`src/hcp_pkg.sv`:
```
// constants for the host command protocol engine
// assumes one 25 MHz clock; host strobes are synchronous one-cycle pulses
package hcp_pkg;
  localparam logic [7:0] CMD_READ = 8'h80;
  localparam logic [7:0] CMD_WRITE = 8'h81;
  localparam logic [7:0] CMD_BURST_ON = 8'h82;
  localparam logic [7:0] CMD_BURST_OFF = 8'h83;
  localparam logic [7:0] CMD_QUERY = 8'h84;
  // management set mirrors the os set at these codes
  localparam logic [7:0] CMD_M_READ = 8'h88;
  localparam logic [7:0] CMD_M_WRITE = 8'h89;
  localparam logic [7:0] CMD_M_BURST_ON = 8'h8a;
  localparam logic [7:0] CMD_M_BURST_OFF = 8'h8b;
  localparam logic [7:0] CMD_M_QUERY = 8'h8c;
  localparam logic [7:0] BURST_ACK = 8'h90;
  localparam logic [7:0] NO_EVENT = 8'h00;
  localparam int CLK_MHZ = 25;
  localparam int FIRST_US = 400;
  localparam int NEXT_US = 50;
  localparam int TOTAL_US = 1000;
  localparam int FIRST_CYC = FIRST_US * CLK_MHZ;
  localparam int NEXT_CYC = NEXT_US * CLK_MHZ;
  localparam int TOTAL_CYC = TOTAL_US * CLK_MHZ;
  localparam int PULSE_CYC = 4;
endpackage

```
`src/hcp_evq.sv`:
```
`timescale 1ns/1ns
// notification queue of event codes for one environment
// assumes push of zero codes is filtered by the caller
module hcp_evq #(
  parameter int DEPTH = 8
) (
  input wire logic clk,
  input wire logic rst,
  input wire logic push,
  input wire logic [7:0] push_code,
  input wire logic pop,
  output logic [7:0] head,
  output logic not_empty,
  output logic full
);
  localparam int AW = $clog2(DEPTH);
  logic [7:0] mem_r [DEPTH];
  logic [AW:0] cnt_r;
  logic [AW-1:0] rd_r;
  logic [AW-1:0] wr_r;
  logic do_push;
  logic do_pop;

  initial begin
    if (DEPTH < 2 || (DEPTH & (DEPTH - 1)) != 0)
      $error("queue depth must be a power of two, at least 2");
  end

  assign do_pop = pop && cnt_r != '0;
  assign do_push = push && (cnt_r != (AW+1)'(DEPTH) || do_pop);
  assign head = cnt_r != '0 ? mem_r[rd_r] : 8'h00;
  assign not_empty = cnt_r != '0;
  assign full = cnt_r == (AW+1)'(DEPTH);

  always_ff @(posedge clk) begin
    if (do_push)
      mem_r[wr_r] <= push_code;
  end

  always_ff @(posedge clk or posedge rst) begin
    if (rst) begin
      cnt_r <= '0;
      rd_r <= '0;
      wr_r <= '0;
    end else begin
      if (do_push)
        wr_r <= wr_r + 1'b1;
      if (do_pop)
        rd_r <= rd_r + 1'b1;
      if (do_push && !do_pop)
        cnt_r <= cnt_r + 1'b1;
      else if (do_pop && !do_push)
        cnt_r <= cnt_r - 1'b1;
    end
  end
endmodule

```
`src/hcp_engine.sv`:
```
`timescale 1ns/1ns
// command protocol engine: host command/data ports, controller space,
// burst mode, os and management notification queues, pulsed interrupts
// assumes host strobes are one-cycle pulses synchronous to CLK_SYS
module hcp_engine
  import hcp_pkg::*;
#(
  parameter int AW = 8,
  parameter int QDEPTH = 8,
  parameter int FIRST_CYCLES = FIRST_CYC,
  parameter int NEXT_CYCLES = NEXT_CYC,
  parameter int TOTAL_CYCLES = TOTAL_CYC
) (
  input wire logic CLK_SYS,
  input wire logic RST,
  input wire logic CMD_WR,
  input wire logic DATA_WR,
  input wire logic [7:0] HOST_WDATA,
  input wire logic DATA_RD,
  output logic [7:0] DATA_PORT_OUT,
  output logic INPUT_FULL_FLAG,
  output logic OUTPUT_FULL_FLAG,
  output logic CMD_FLAG,
  output logic BURST_FLAG,
  output logic OS_EVENT_PENDING,
  output logic MGMT_EVENT_PENDING,
  output logic OS_EVENT_INTERRUPT,
  output logic MGMT_INTERRUPT,
  input wire logic OS_EVENT_REQ,
  input wire logic [7:0] OS_EVENT_CODE,
  input wire logic MGMT_EVENT_REQ,
  input wire logic [7:0] MGMT_EVENT_CODE,
  input wire logic CRITICAL_EVENT,
  output logic OS_QUEUE_FULL,
  output logic MGMT_QUEUE_FULL
);
  import hcp_pkg::*;

  typedef enum {
    ST_IDLE, ST_RD_ADDR, ST_WR_ADDR, ST_WR_DATA, ST_OUT_WAIT
  } hcp_state_e;

  localparam int TW = $clog2(TOTAL_CYCLES + 1) + 1;

  initial begin
    if (AW < 1 || AW > 8)
      $error("address width must be 1 to 8");
    if (NEXT_CYCLES < 1 || FIRST_CYCLES < NEXT_CYCLES ||
        TOTAL_CYCLES < FIRST_CYCLES)
      $error("burst timeout counts out of order");
  end

  hcp_state_e state_r;
  logic [7:0] in_r;
  logic ibf_r, obf_r, cmd_r;
  logic [7:0] out_r;
  logic [7:0] space_r [2**AW];
  logic [AW-1:0] addr_r;
  logic mgmt_owner_r;
  logic burst_r;
  logic burst_seen_r;
  logic [TW-1:0] gap_r;
  logic [TW-1:0] total_r;
  logic [2:0] os_pulse_r, mg_pulse_r;
  logic os_int_r, mg_int_r;
  logic os_pend_r, mg_pend_r;
  logic os_q_pop, mg_q_pop;
  logic [7:0] os_head, mg_head;
  logic os_ne, mg_ne, os_full, mg_full;

  // controller consumes the input byte in the cycle after it lands
  logic take;
  logic [7:0] op;
  logic is_mgmt_cmd;
  logic fire_os, fire_mg;
  logic ie_irq, of_irq, burst_drop;
  logic [7:0] out_nxt;
  logic out_load;
  logic [2:0] op_kind;

  assign take = ibf_r && !(obf_r && state_r == ST_OUT_WAIT);
  assign op = {in_r[7:4], 1'b0, in_r[2:0]};
  assign is_mgmt_cmd = in_r[3];

  hcp_evq #(.DEPTH(QDEPTH)) u_os_q (
    .clk(CLK_SYS),
    .rst(RST),
    .push(OS_EVENT_REQ && OS_EVENT_CODE != NO_EVENT),
    .push_code(OS_EVENT_CODE),
    .pop(os_q_pop),
    .head(os_head),
    .not_empty(os_ne),
    .full(os_full)
  );

  hcp_evq #(.DEPTH(QDEPTH)) u_mg_q (
    .clk(CLK_SYS),
    .rst(RST),
    .push(MGMT_EVENT_REQ && MGMT_EVENT_CODE != NO_EVENT),
    .push_code(MGMT_EVENT_CODE),
    .pop(mg_q_pop),
    .head(mg_head),
    .not_empty(mg_ne),
    .full(mg_full)
  );

  // decode of the consumed byte: which flags change and who hears it
  always_comb begin
    ie_irq = 1'b0;
    of_irq = 1'b0;
    out_load = 1'b0;
    out_nxt = out_r;
    os_q_pop = 1'b0;
    mg_q_pop = 1'b0;
    op_kind = 3'd0;
    if (take && cmd_r) begin
      unique case (op)
        CMD_READ: ie_irq = 1'b1;
        CMD_WRITE: ie_irq = 1'b1;
        CMD_BURST_ON: begin
          out_load = 1'b1;
          out_nxt = BURST_ACK;
          of_irq = 1'b1;
        end
        CMD_BURST_OFF: begin
          ie_irq = 1'b1;
          op_kind = 3'd1;
        end
        CMD_QUERY: begin
          // code only leaves the queue on a query
          out_load = 1'b1;
          of_irq = 1'b1;
          if (is_mgmt_cmd) begin
            out_nxt = mg_ne ? mg_head : NO_EVENT;
            mg_q_pop = mg_ne;
          end else begin
            out_nxt = os_ne ? os_head : NO_EVENT;
            os_q_pop = os_ne;
          end
        end
        default: ie_irq = 1'b1;
      endcase
    end else if (take) begin
      unique case (state_r)
        ST_RD_ADDR: begin
          out_load = 1'b1;
          out_nxt = space_r[in_r[AW-1:0]];
          of_irq = 1'b1;
        end
        ST_WR_ADDR, ST_WR_DATA: ie_irq = 1'b1;
        default: ie_irq = 1'b1;
      endcase
    end
  end

  // host port side: input latch, command flag, output buffer
  always_ff @(posedge CLK_SYS or posedge RST) begin
    if (RST) begin
      in_r <= 8'h00;
      ibf_r <= 1'b0;
      cmd_r <= 1'b0;
    end else if (CMD_WR || DATA_WR) begin
      in_r <= HOST_WDATA;
      ibf_r <= 1'b1;
      cmd_r <= CMD_WR;
    end else if (take) begin
      ibf_r <= 1'b0;
    end
  end

  // a host read and a new load in one cycle: the load wins, output stays full
  always_ff @(posedge CLK_SYS or posedge RST) begin
    if (RST) begin
      out_r <= 8'h00;
      obf_r <= 1'b0;
    end else if (out_load) begin
      out_r <= out_nxt;
      obf_r <= 1'b1;
    end else if (DATA_RD) begin
      obf_r <= 1'b0;
    end
  end

  // command sequencer
  always_ff @(posedge CLK_SYS or posedge RST) begin
    if (RST) begin
      state_r <= ST_IDLE;
      addr_r <= '0;
      mgmt_owner_r <= 1'b0;
    end else if (take) begin
      if (cmd_r) begin
        mgmt_owner_r <= is_mgmt_cmd;
        unique case (op)
          CMD_READ: state_r <= ST_RD_ADDR;
          CMD_WRITE: state_r <= ST_WR_ADDR;
          default: state_r <= ST_IDLE;
        endcase
      end else begin
        unique case (state_r)
          ST_RD_ADDR: state_r <= ST_IDLE;
          ST_WR_ADDR: begin
            addr_r <= in_r[AW-1:0];
            state_r <= ST_WR_DATA;
          end
          ST_WR_DATA: state_r <= ST_IDLE;
          default: state_r <= ST_IDLE;
        endcase
      end
    end
  end

  always_ff @(posedge CLK_SYS) begin
    if (take && !cmd_r && state_r == ST_WR_DATA)
      space_r[addr_r] <= in_r;
  end

  // burst mode with its three watchdogs
  assign burst_drop = burst_r && (CRITICAL_EVENT ||
    gap_r >= TW'(burst_seen_r ? NEXT_CYCLES : FIRST_CYCLES) ||
    total_r >= TW'(TOTAL_CYCLES));

  always_ff @(posedge CLK_SYS or posedge RST) begin
    if (RST) begin
      burst_r <= 1'b0;
      burst_seen_r <= 1'b0;
      gap_r <= '0;
      total_r <= '0;
    end else if (take && cmd_r && op == CMD_BURST_ON) begin
      burst_r <= 1'b1;
      burst_seen_r <= 1'b0;
      gap_r <= '0;
      total_r <= '0;
    end else if (op_kind == 3'd1 || burst_drop) begin
      burst_r <= 1'b0;
    end else if (burst_r) begin
      total_r <= total_r + 1'b1;
      if (CMD_WR || DATA_WR || DATA_RD) begin
        gap_r <= '0;
        burst_seen_r <= 1'b1;
      end else begin
        gap_r <= gap_r + 1'b1;
      end
    end
  end

  // pending trails the queue by one cycle so its rise can fire the interrupt
  always_ff @(posedge CLK_SYS or posedge RST) begin
    if (RST) begin
      os_pend_r <= 1'b0;
      mg_pend_r <= 1'b0;
    end else begin
      os_pend_r <= os_ne;
      mg_pend_r <= mg_ne;
    end
  end

  // interrupt routing: burst halts new notifications reaching the host
  assign fire_os = ((ie_irq || of_irq) && !mgmt_nxt_owner()) ||
    (burst_drop && !mgmt_owner_r) ||
    (os_ne && !os_pend_r && !burst_r);
  assign fire_mg = ((ie_irq || of_irq) && mgmt_nxt_owner()) ||
    (burst_drop && mgmt_owner_r) ||
    (mg_ne && !mg_pend_r && !burst_r);

  function automatic logic mgmt_nxt_owner();
    mgmt_nxt_owner = cmd_r ? is_mgmt_cmd : mgmt_owner_r;
  endfunction

  // fixed-width pulses so an edge-sensitive input always sees one edge
  always_ff @(posedge CLK_SYS or posedge RST) begin
    if (RST) begin
      os_pulse_r <= 3'd0;
      mg_pulse_r <= 3'd0;
      os_int_r <= 1'b0;
      mg_int_r <= 1'b0;
    end else begin
      if (fire_os && !os_int_r)
        os_pulse_r <= 3'(PULSE_CYC - 1);
      else if (os_pulse_r != 3'd0)
        os_pulse_r <= os_pulse_r - 1'b1;
      os_int_r <= (fire_os && !os_int_r) || os_pulse_r > 3'd1;
      if (fire_mg && !mg_int_r)
        mg_pulse_r <= 3'(PULSE_CYC - 1);
      else if (mg_pulse_r != 3'd0)
        mg_pulse_r <= mg_pulse_r - 1'b1;
      mg_int_r <= (fire_mg && !mg_int_r) || mg_pulse_r > 3'd1;
    end
  end

  always_ff @(posedge CLK_SYS or posedge RST) begin
    if (RST) begin
      DATA_PORT_OUT <= 8'h00;
      INPUT_FULL_FLAG <= 1'b0;
      OUTPUT_FULL_FLAG <= 1'b0;
      CMD_FLAG <= 1'b0;
      BURST_FLAG <= 1'b0;
      OS_EVENT_PENDING <= 1'b0;
      MGMT_EVENT_PENDING <= 1'b0;
      OS_EVENT_INTERRUPT <= 1'b0;
      MGMT_INTERRUPT <= 1'b0;
      OS_QUEUE_FULL <= 1'b0;
      MGMT_QUEUE_FULL <= 1'b0;
    end else begin
      DATA_PORT_OUT <= out_r;
      INPUT_FULL_FLAG <= ibf_r;
      OUTPUT_FULL_FLAG <= obf_r;
      CMD_FLAG <= cmd_r;
      BURST_FLAG <= burst_r;
      OS_EVENT_PENDING <= os_pend_r;
      MGMT_EVENT_PENDING <= mg_pend_r;
      OS_EVENT_INTERRUPT <= os_int_r;
      MGMT_INTERRUPT <= mg_int_r;
      OS_QUEUE_FULL <= os_full;
      MGMT_QUEUE_FULL <= mg_full;
    end
  end
endmodule

```
`config.mk`:
```
export PLATFORM = sky130hd
export DESIGN_NAME = hcp_engine
export DESIGN_NICKNAME = d
export VERILOG_FILES = /design/src/hcp_pkg.sv /design/src/hcp_evq.sv /design/src/hcp_engine.sv
export SDC_FILE = /design/constraint.sdc
export NUM_CORES = 2
export LEC_CHECK = 0
export CAP_MARGIN = 20
export CORE_ASPECT_RATIO = 0.5
export CORE_MARGIN = 1.5
export CORE_UTILIZATION = 63
export DETAILED_ROUTE_END_ITERATION = 16
export DONT_BUFFER_PORTS = 1
export GPL_ROUTABILITY_DRIVEN = 0
export PLACE_DENSITY_LB_ADDON = 0.05
export SYNTH_ARGS = -nofsm -noshare
export SYNTH_HDL_FRONTEND = slang
export SYNTH_HIERARCHICAL = 1
export SYNTH_SLANG_ARGS = --single-unit
```
`constraint.sdc`:
```
create_clock -name CLK_SYS -period 7.75 [get_ports CLK_SYS]
set_input_delay 1.1625 -clock CLK_SYS [delete_from_list [all_inputs] [get_ports CLK_SYS]]
set_output_delay 1.1625 -clock CLK_SYS [all_outputs]
set_load 0.02 [all_outputs]
```
Word level (Yosys, flattened, before mapping)
Memories as Yosys holds them, arrays and structs flattened. Cells that the tools add are included.

RAM bits: 2176. Word-level logic and storage cells: 206. Flip-flop bits (word level): 142. Memories: 3.

Memory list: space_r (words 256, bits a word 8, rd ports 1, clocked after Yosys merged registers in 0, wr ports 1, line hcp_engine.sv:57) `logic [7:0] space_r [2**AW];`; u_mg_q.mem_r (words 8, bits a word 8, rd ports 1, clocked after Yosys merged registers in 0, wr ports 1, line hcp_evq.sv:17) `logic [7:0] mem_r [DEPTH];`; u_os_q.mem_r (words 8, bits a word 8, rd ports 1, clocked after Yosys merged registers in 0, wr ports 1, line hcp_evq.sv:17).

Multiplexer cells: 59. $lt $le $gt $ge: 4. Add/subtract/negate cells: 12. Reductions and logical operators: 76. Bitwise gates (word level): 1. Eq/ne operators: 16.

Operator list (count): $mux W16 (7); $mux W8 (6); $eq A7 B7 Y1 const B (5); $mux W1 (33); $add A16 B1 Y16 const B (2); $eq A32 B1 Y1 const B (1); $eq A32 B2 Y1 const B (1); $eq A32 B3 Y1 const B (1); $eq A32 B4 Y1 const B (1); $mux W32 (1); $logic_and A1 B1 Y1 (27); $reduce_bool A2 Y1 (11); $ge A16 B14 Y1 (1); $ge A16 B15 Y1 const B (1); $mux W4 (4); $pmux W8 S2 (1); $reduce_bool A8 Y1 (2); $logic_or A1 B1 Y1 (14); $mux W14 (1); $logic_not A1 Y1 (13); $add A3 B1 Y3 const B (4); $mux W3 (4); $add A4 B1 Y4 const B (2); $eq A4 B4 Y1 const B (2); 16 further kinds (23).

Longest topological paths before layout
Depth in word-level cells: 13. Gate-level depth with buffers: 17.

Hierarchy
The synthesis kept the hierarchy.

Modules (own cells, without submodules): hcp_engine (area an instance 83819.1 um2, seq. area each 63801.2 um2, instances 1, cells an instance 4108); hcp_evq (area an instance 3052.9 um2, seq. area each 2172.1 um2, instances 2, cells an instance 159).

Worst setup path after synthesis
Ideal clock, no wire load.

Path type: register to register. Start point: reg in_r[7]. End point: reg u_mg_q.cnt_r[3]. Library setup time: 137 ps. Path slack: 1381 ps. Period minus slack after synthesis: 6369 ps. Path buffers: 3. Cell stages (with the launch flop): 16. Arrival time: 6232 ps. Path through: dfrtp_1 buf_2 nor2b_1 buf_1 nand2_1 nor4_1 and3_1 buf_4 o21ai_2 inv_1 ha_1 inv_1 ha_1 or4_1 nand3_1 o221ai_1.

Cells in the longest elaborated chain, start to end: 9. Elaborated cells on any way between the ends: 12. Those cells by class: eq/ne: 1; mux: 3; reduce/logical: 8.

RTL lines: from (decl) (line hcp_engine.sv:54) `logic [7:0] in_r;`; from (signal assigned) (line hcp_engine.sv:159) `in_r <= 8'h00;`; from (signal assigned) (line hcp_engine.sv:163) `in_r <= HOST_WDATA;`; $eq A7 B7 Y1 (*) (line hcp_engine.sv:117) `unique case (op)`; $mux W1 (*) (line hcp_engine.sv:117); $mux W1 (*) (line hcp_engine.sv:116) `if (take && cmd_r) begin`; net mg_q_pop (line hcp_engine.sv:67) `logic os_q_pop, mg_q_pop;`; $logic_and A1 B1 Y1 (*) (line hcp_evq.sv:29) `assign do_pop = pop && cnt_r != '0;`; $logic_or A1 B1 Y1 (*) (line hcp_evq.sv:30) `assign do_push = push && (cnt_r != (AW+1)'(DEPTH) || do_pop);`; $logic_and A1 B1 Y1 (*) (line hcp_evq.sv:30); net u_mg_q.do_push (line hcp_evq.sv:21) `logic do_push;`; $logic_not A1 Y1 (line hcp_evq.sv:52) `else if (do_pop && !do_push)`; $logic_and A1 B1 Y1 (line hcp_evq.sv:52); $reduce_bool A2 Y1 (no source line); to (signal assigned) (line hcp_evq.sv:51) `cnt_r <= cnt_r + 1'b1;`; to (signal assigned) (line hcp_evq.sv:53) `cnt_r <= cnt_r - 1'b1;`; to (decl) (line hcp_evq.sv:18) `logic [AW:0] cnt_r;`.

The timed path passes the listed nets; every way through them passes the cells marked *. A chain may end at the register's enable or synchronous reset.

Worst setup path in the final report
Start point: reg in_r[2]. End point: reg out_r[5].

Cells in the longest elaborated chain, start to end: 5. Elaborated cells on any way between the ends: 12. Those cells by class: eq/ne: 3; mux: 6; reduce/logical: 2; memory: 1.

RTL lines: parallel branches: the longest is 5 deep, another holds $mem_v2 Z256 W8; to (signal assigned) (line hcp_engine.sv:177) `out_r <= out_nxt;`; to (decl) (line hcp_engine.sv:56) `logic [7:0] out_r;`.

Several ways; the timed one is not identified. The select of a mux whose other input is x is not followed.

==> summary.md <==
| Metric | Value |
|---|---|
| Overall Global Routing Usage | 0.307 |
| Arr. time, crit path | 5.67 ns |
| Routed vias | 45700 |
| Crit Path Class | reg2reg |
| Yosys cell types | 78 |
| Count of unresolved DRC violations after routing | 0 |
| First-pass GRT wire length | 317000 um |
| Startpoint types | register |
| Crit. End Element | register |
| CTS Hold Bufs | 0 |
| Synth warn | 6 |
| # IOs | 50 |
| TritonCTS clock tree | done |
| Drt wl/cell | 33.8 um |
| Status | finished, final reports clean |
| Fmax achieved | 0.200 GHz |
| Row count | 97 |
| Ys async rst share | 0.0490 |
| Hold Crit Class | in2async |
| Largest net degree at the start of global routing | 193 |
| Synthesis-to-layout area growth | 8.98% |
| Hold Vio Cnt, Final | 0 |
| Final setup violation count | 0 |
| Post-DP HPWL | 134000 um |
| Routed wire length | 220000 um |
| Post-synthesis sequential area ratio | 0.758 |
| Port bufs | 0 |
| Share of cells above drive strength 1 | 0.205 |
| Die Y-Extent | 270 um |
| TNS Setup | 0 ns |
| Worst Path Max Fanout | 74 |
| Die width | 537 um |
| Number of synthesized flops with an enable pin | 2176 |
| CP Data Required Time | 8.42 ns |
| DRT iter0 DRCs | 6726 |
| CP Cell Sequence | buf_4, xnor2_1, o22ai_1, nand2_1, a221oi_1, o311ai_0, nor4_1, nor2_1 |
| Clk slew on worst S/H paths | 0.07 ns |
| Slew Limit Fails | 0 |
| Final Critical Period | 5.00 ns |
| Yosys top cell area share | 0.727 |
| Dominant cells by area after synthesis | edfxtp_1 (73%), mux4_2 (13%), dfrtp_1 (3.1%) |
| RSZ-0062 raised after global routing | no |
| VDD IR max | 179 uV |
| Leakage | 0.0308 uW |
| Clock Latency Late Sink | 0.84 ns |
| Die area | 145000 um2 |
| Antenna Nets Post-Route | 0 |
| Number of vias per cell | 7.02 |
| Post-CTS Setup Bufs | 0 |
| CTS root buf | clkbuf_16 |
| GR Overflow Total | 0 |
| Layout Nets | 4533 |
| Max cap viols | 0 |
| Worst-Margin Slew | 1.47 ns |
| Fin Clk Skew | 0.0498 ns |
| Cell count after synthesis | 4426 |
| TritonCTS Sinks | 2288 |
| Avg Inst Size Synth | 20.3 um2 |
| Pwr Total | 26200 uW |
| Pwr per Cell Area | 267 nW/um2 |
| Rel. slew slack | 0.0181 |
| Period utilization | 0.645 |
| R2R Setup Slk | 2.75 ns |
| Post-Syn Area | 89900 um2 |
| TritonCTS buffer count | 194 |
| Synth area leader | edfxtp_1 |
| First-pass DRT Iterations | 6 |
| Worst reg2reg endpoint | out_r[5]$_DFFE_PP0P_ |
| CTS resizes | 0 |
| Most used DFF post-synth | edfxtp_1 |
| Initial core utilization | 0.639 |
| Syn Nets | 4487 |
| H-tree Lvls | 4 |
| Number of global-route vias before repair | 44300 |
| Initial antenna violation count | 10 |
| Register bit total from synthesis | 2288 |
| Worst reg2reg path startpoint | in_r[2]$_DFFE_PP0P_ |
| Slowest stage cell, crit path | dfrtp_4 |
| Core area | 141000 um2 |
| Worst r2r path cells | 8 |
| Critical Path Max Stage Delay | 1.08 ns |
| Max clock buf depth | 4 |
==> through the flow <==
step	hold WS, ns	area (um2)	util	instances	setup slack (ns)
2_1_floorplan	0.352	89900	-	4426	1.38
3_3_place_gp	0.369	91700	0.651	6139	2.58
3_5_place_dp	0.368	91800	0.652	6150	2.97
4_1_cts	0.203	97900	0.695	6494	2.98
5_1_grt	0.239	98000	0.696	6501	2.76
6_report	0.231	98000	0.696	6512	2.75
==> registers in the layout, indices dropped and copies added, names as in the netlist, 3 cells and up <==
| register | cells |
|---|---|
| space_r | 2048 |
| u_mg_q/mem_r | 64 |
| u_os_q/mem_r | 64 |
| gap_r | 16 |
| total_r | 16 |
| DATA_PORT_OUT | 8 |
| addr_r | 8 |
| in_r | 8 |
| out_r | 8 |
| u_mg_q/cnt_r | 4 |
| u_os_q/cnt_r | 4 |
| mg_pulse_r | 3 |
| os_pulse_r | 3 |
| u_mg_q/rd_r | 3 |
| u_mg_q/wr_r | 3 |
| u_os_q/rd_r | 3 |
| u_os_q/wr_r | 3 |
==> synthesized netlist by cell type (28+ instances only) <==
master       n
edfxtp_1  2176
mux4_2     509
nor2_1     340
dfrtp_1    112
nand2_1    111
mux2i_1     96
a22oi_1     95
a21oi_1     91
clkbuf_1    90
buf_2       81
o21ai_0     67
nand3_1     48
a22o_1      36
buf_4       36
mux2_2      35
o22ai_1     29
buf_6       28
==> final cells by class <==
| type | count | area (um2) |
|---|---|---|
| flip-flops and latches | 2288 | 68200 |
| fillers | 8655 | 42800 |
| multi-input cells | 1855 | 20200 |
| clock buffers | 246 | 5170 |
| well taps | 1881 | 2350 |
| repair buffers | 105 | 1050 |
| clock inverters | 98 | 908 |
| inverters | 28 | 108 |
| diodes | 11 | 27.5 |
==> critical path: cells and delay by family (launching register included) <==
| family | cells | cell delay [ns] |
|---|---|---|
| flip-flops | 1 | 1.08 |
| AND/OR/NAND/NOR | 3 | 1.25 |
| XOR/XNOR | 1 | 0.13 |
| buffers and inverters | 1 | 0.66 |
| AO/OA/AOI/OAI | 3 | 1.66 |
==> cells in the final DEF, fill, tap and decap left out, types with 26 or more instances in the layout <==
cell,Yosys,layout
a21oi_1,91,91
a22o_1,36,36
a22oi_1,95,95
buf_4,36,80
clkbuf_1,90,44
clkbuf_16,0,198
clkinv_1,1,44
dfrtp_1,112,104
edfxtp_1,2176,2176
ha_1,27,27
mux2_2,35,35
mux2i_1,96,96
mux4_2,509,509
nand2_1,111,111
nand3_1,48,44
nor2_1,340,339
nor3_1,26,26
o21ai_0,67,67
o22ai_1,29,29
==> cell families after synthesis <==
kind of cell,synth area share
buffers and inverters,0.0180
muxes,0.147
xor gates and xnor gates,0.00185
adders and majority gates,0.00420
DFF,0.758
and+or+nand+nor,0.0345
AOI/OAI and AO/OA,0.0364
==> routing by layer <==
| layer | up-vias | part of all wire | GRT usage |
|---|---|---|---|
| li1 | 18400 | - | - |
| met1 | 24200 | 0.41 | 0.474 |
| met2 | 2695 | 0.45 | 0.437 |
| met3 | 365 | 0.12 | 0.0926 |
| met4 | 4 | 0.024 | 0.0753 |
| met5 | - | 0.00063 | 0 |
==> power breakdown <==
part	internal, uW	switching, uW	total [uW]
combinational	875	1480	2360
sequential	13900	306	14200
clock	5290	4360	9650
==> how the worst max path moves through the flow <==
stage                                              to  cells past startpoint                start  slack, ns
after floorplan           u_mg_q/cnt_r[3]$_DFFE_PP0P_                     15  in_r[7]$_DFFE_PP0P_       1.38
after global placement           out_r[1]$_DFFE_PP0P_                      7  in_r[1]$_DFFE_PP0P_       2.58
after detailed placement  u_os_q/cnt_r[3]$_DFFE_PP0P_                     13  in_r[7]$_DFFE_PP0P_       2.97
after CTS                 u_os_q/cnt_r[3]$_DFFE_PP0P_                     13  in_r[7]$_DFFE_PP0P_       2.98
after global routing             out_r[7]$_DFFE_PP0P_                     10  in_r[0]$_DFFE_PP0P_       2.76
final                            out_r[5]$_DFFE_PP0P_                      8  in_r[2]$_DFFE_PP0P_       2.75
Power figures use the tool's default switching activity.
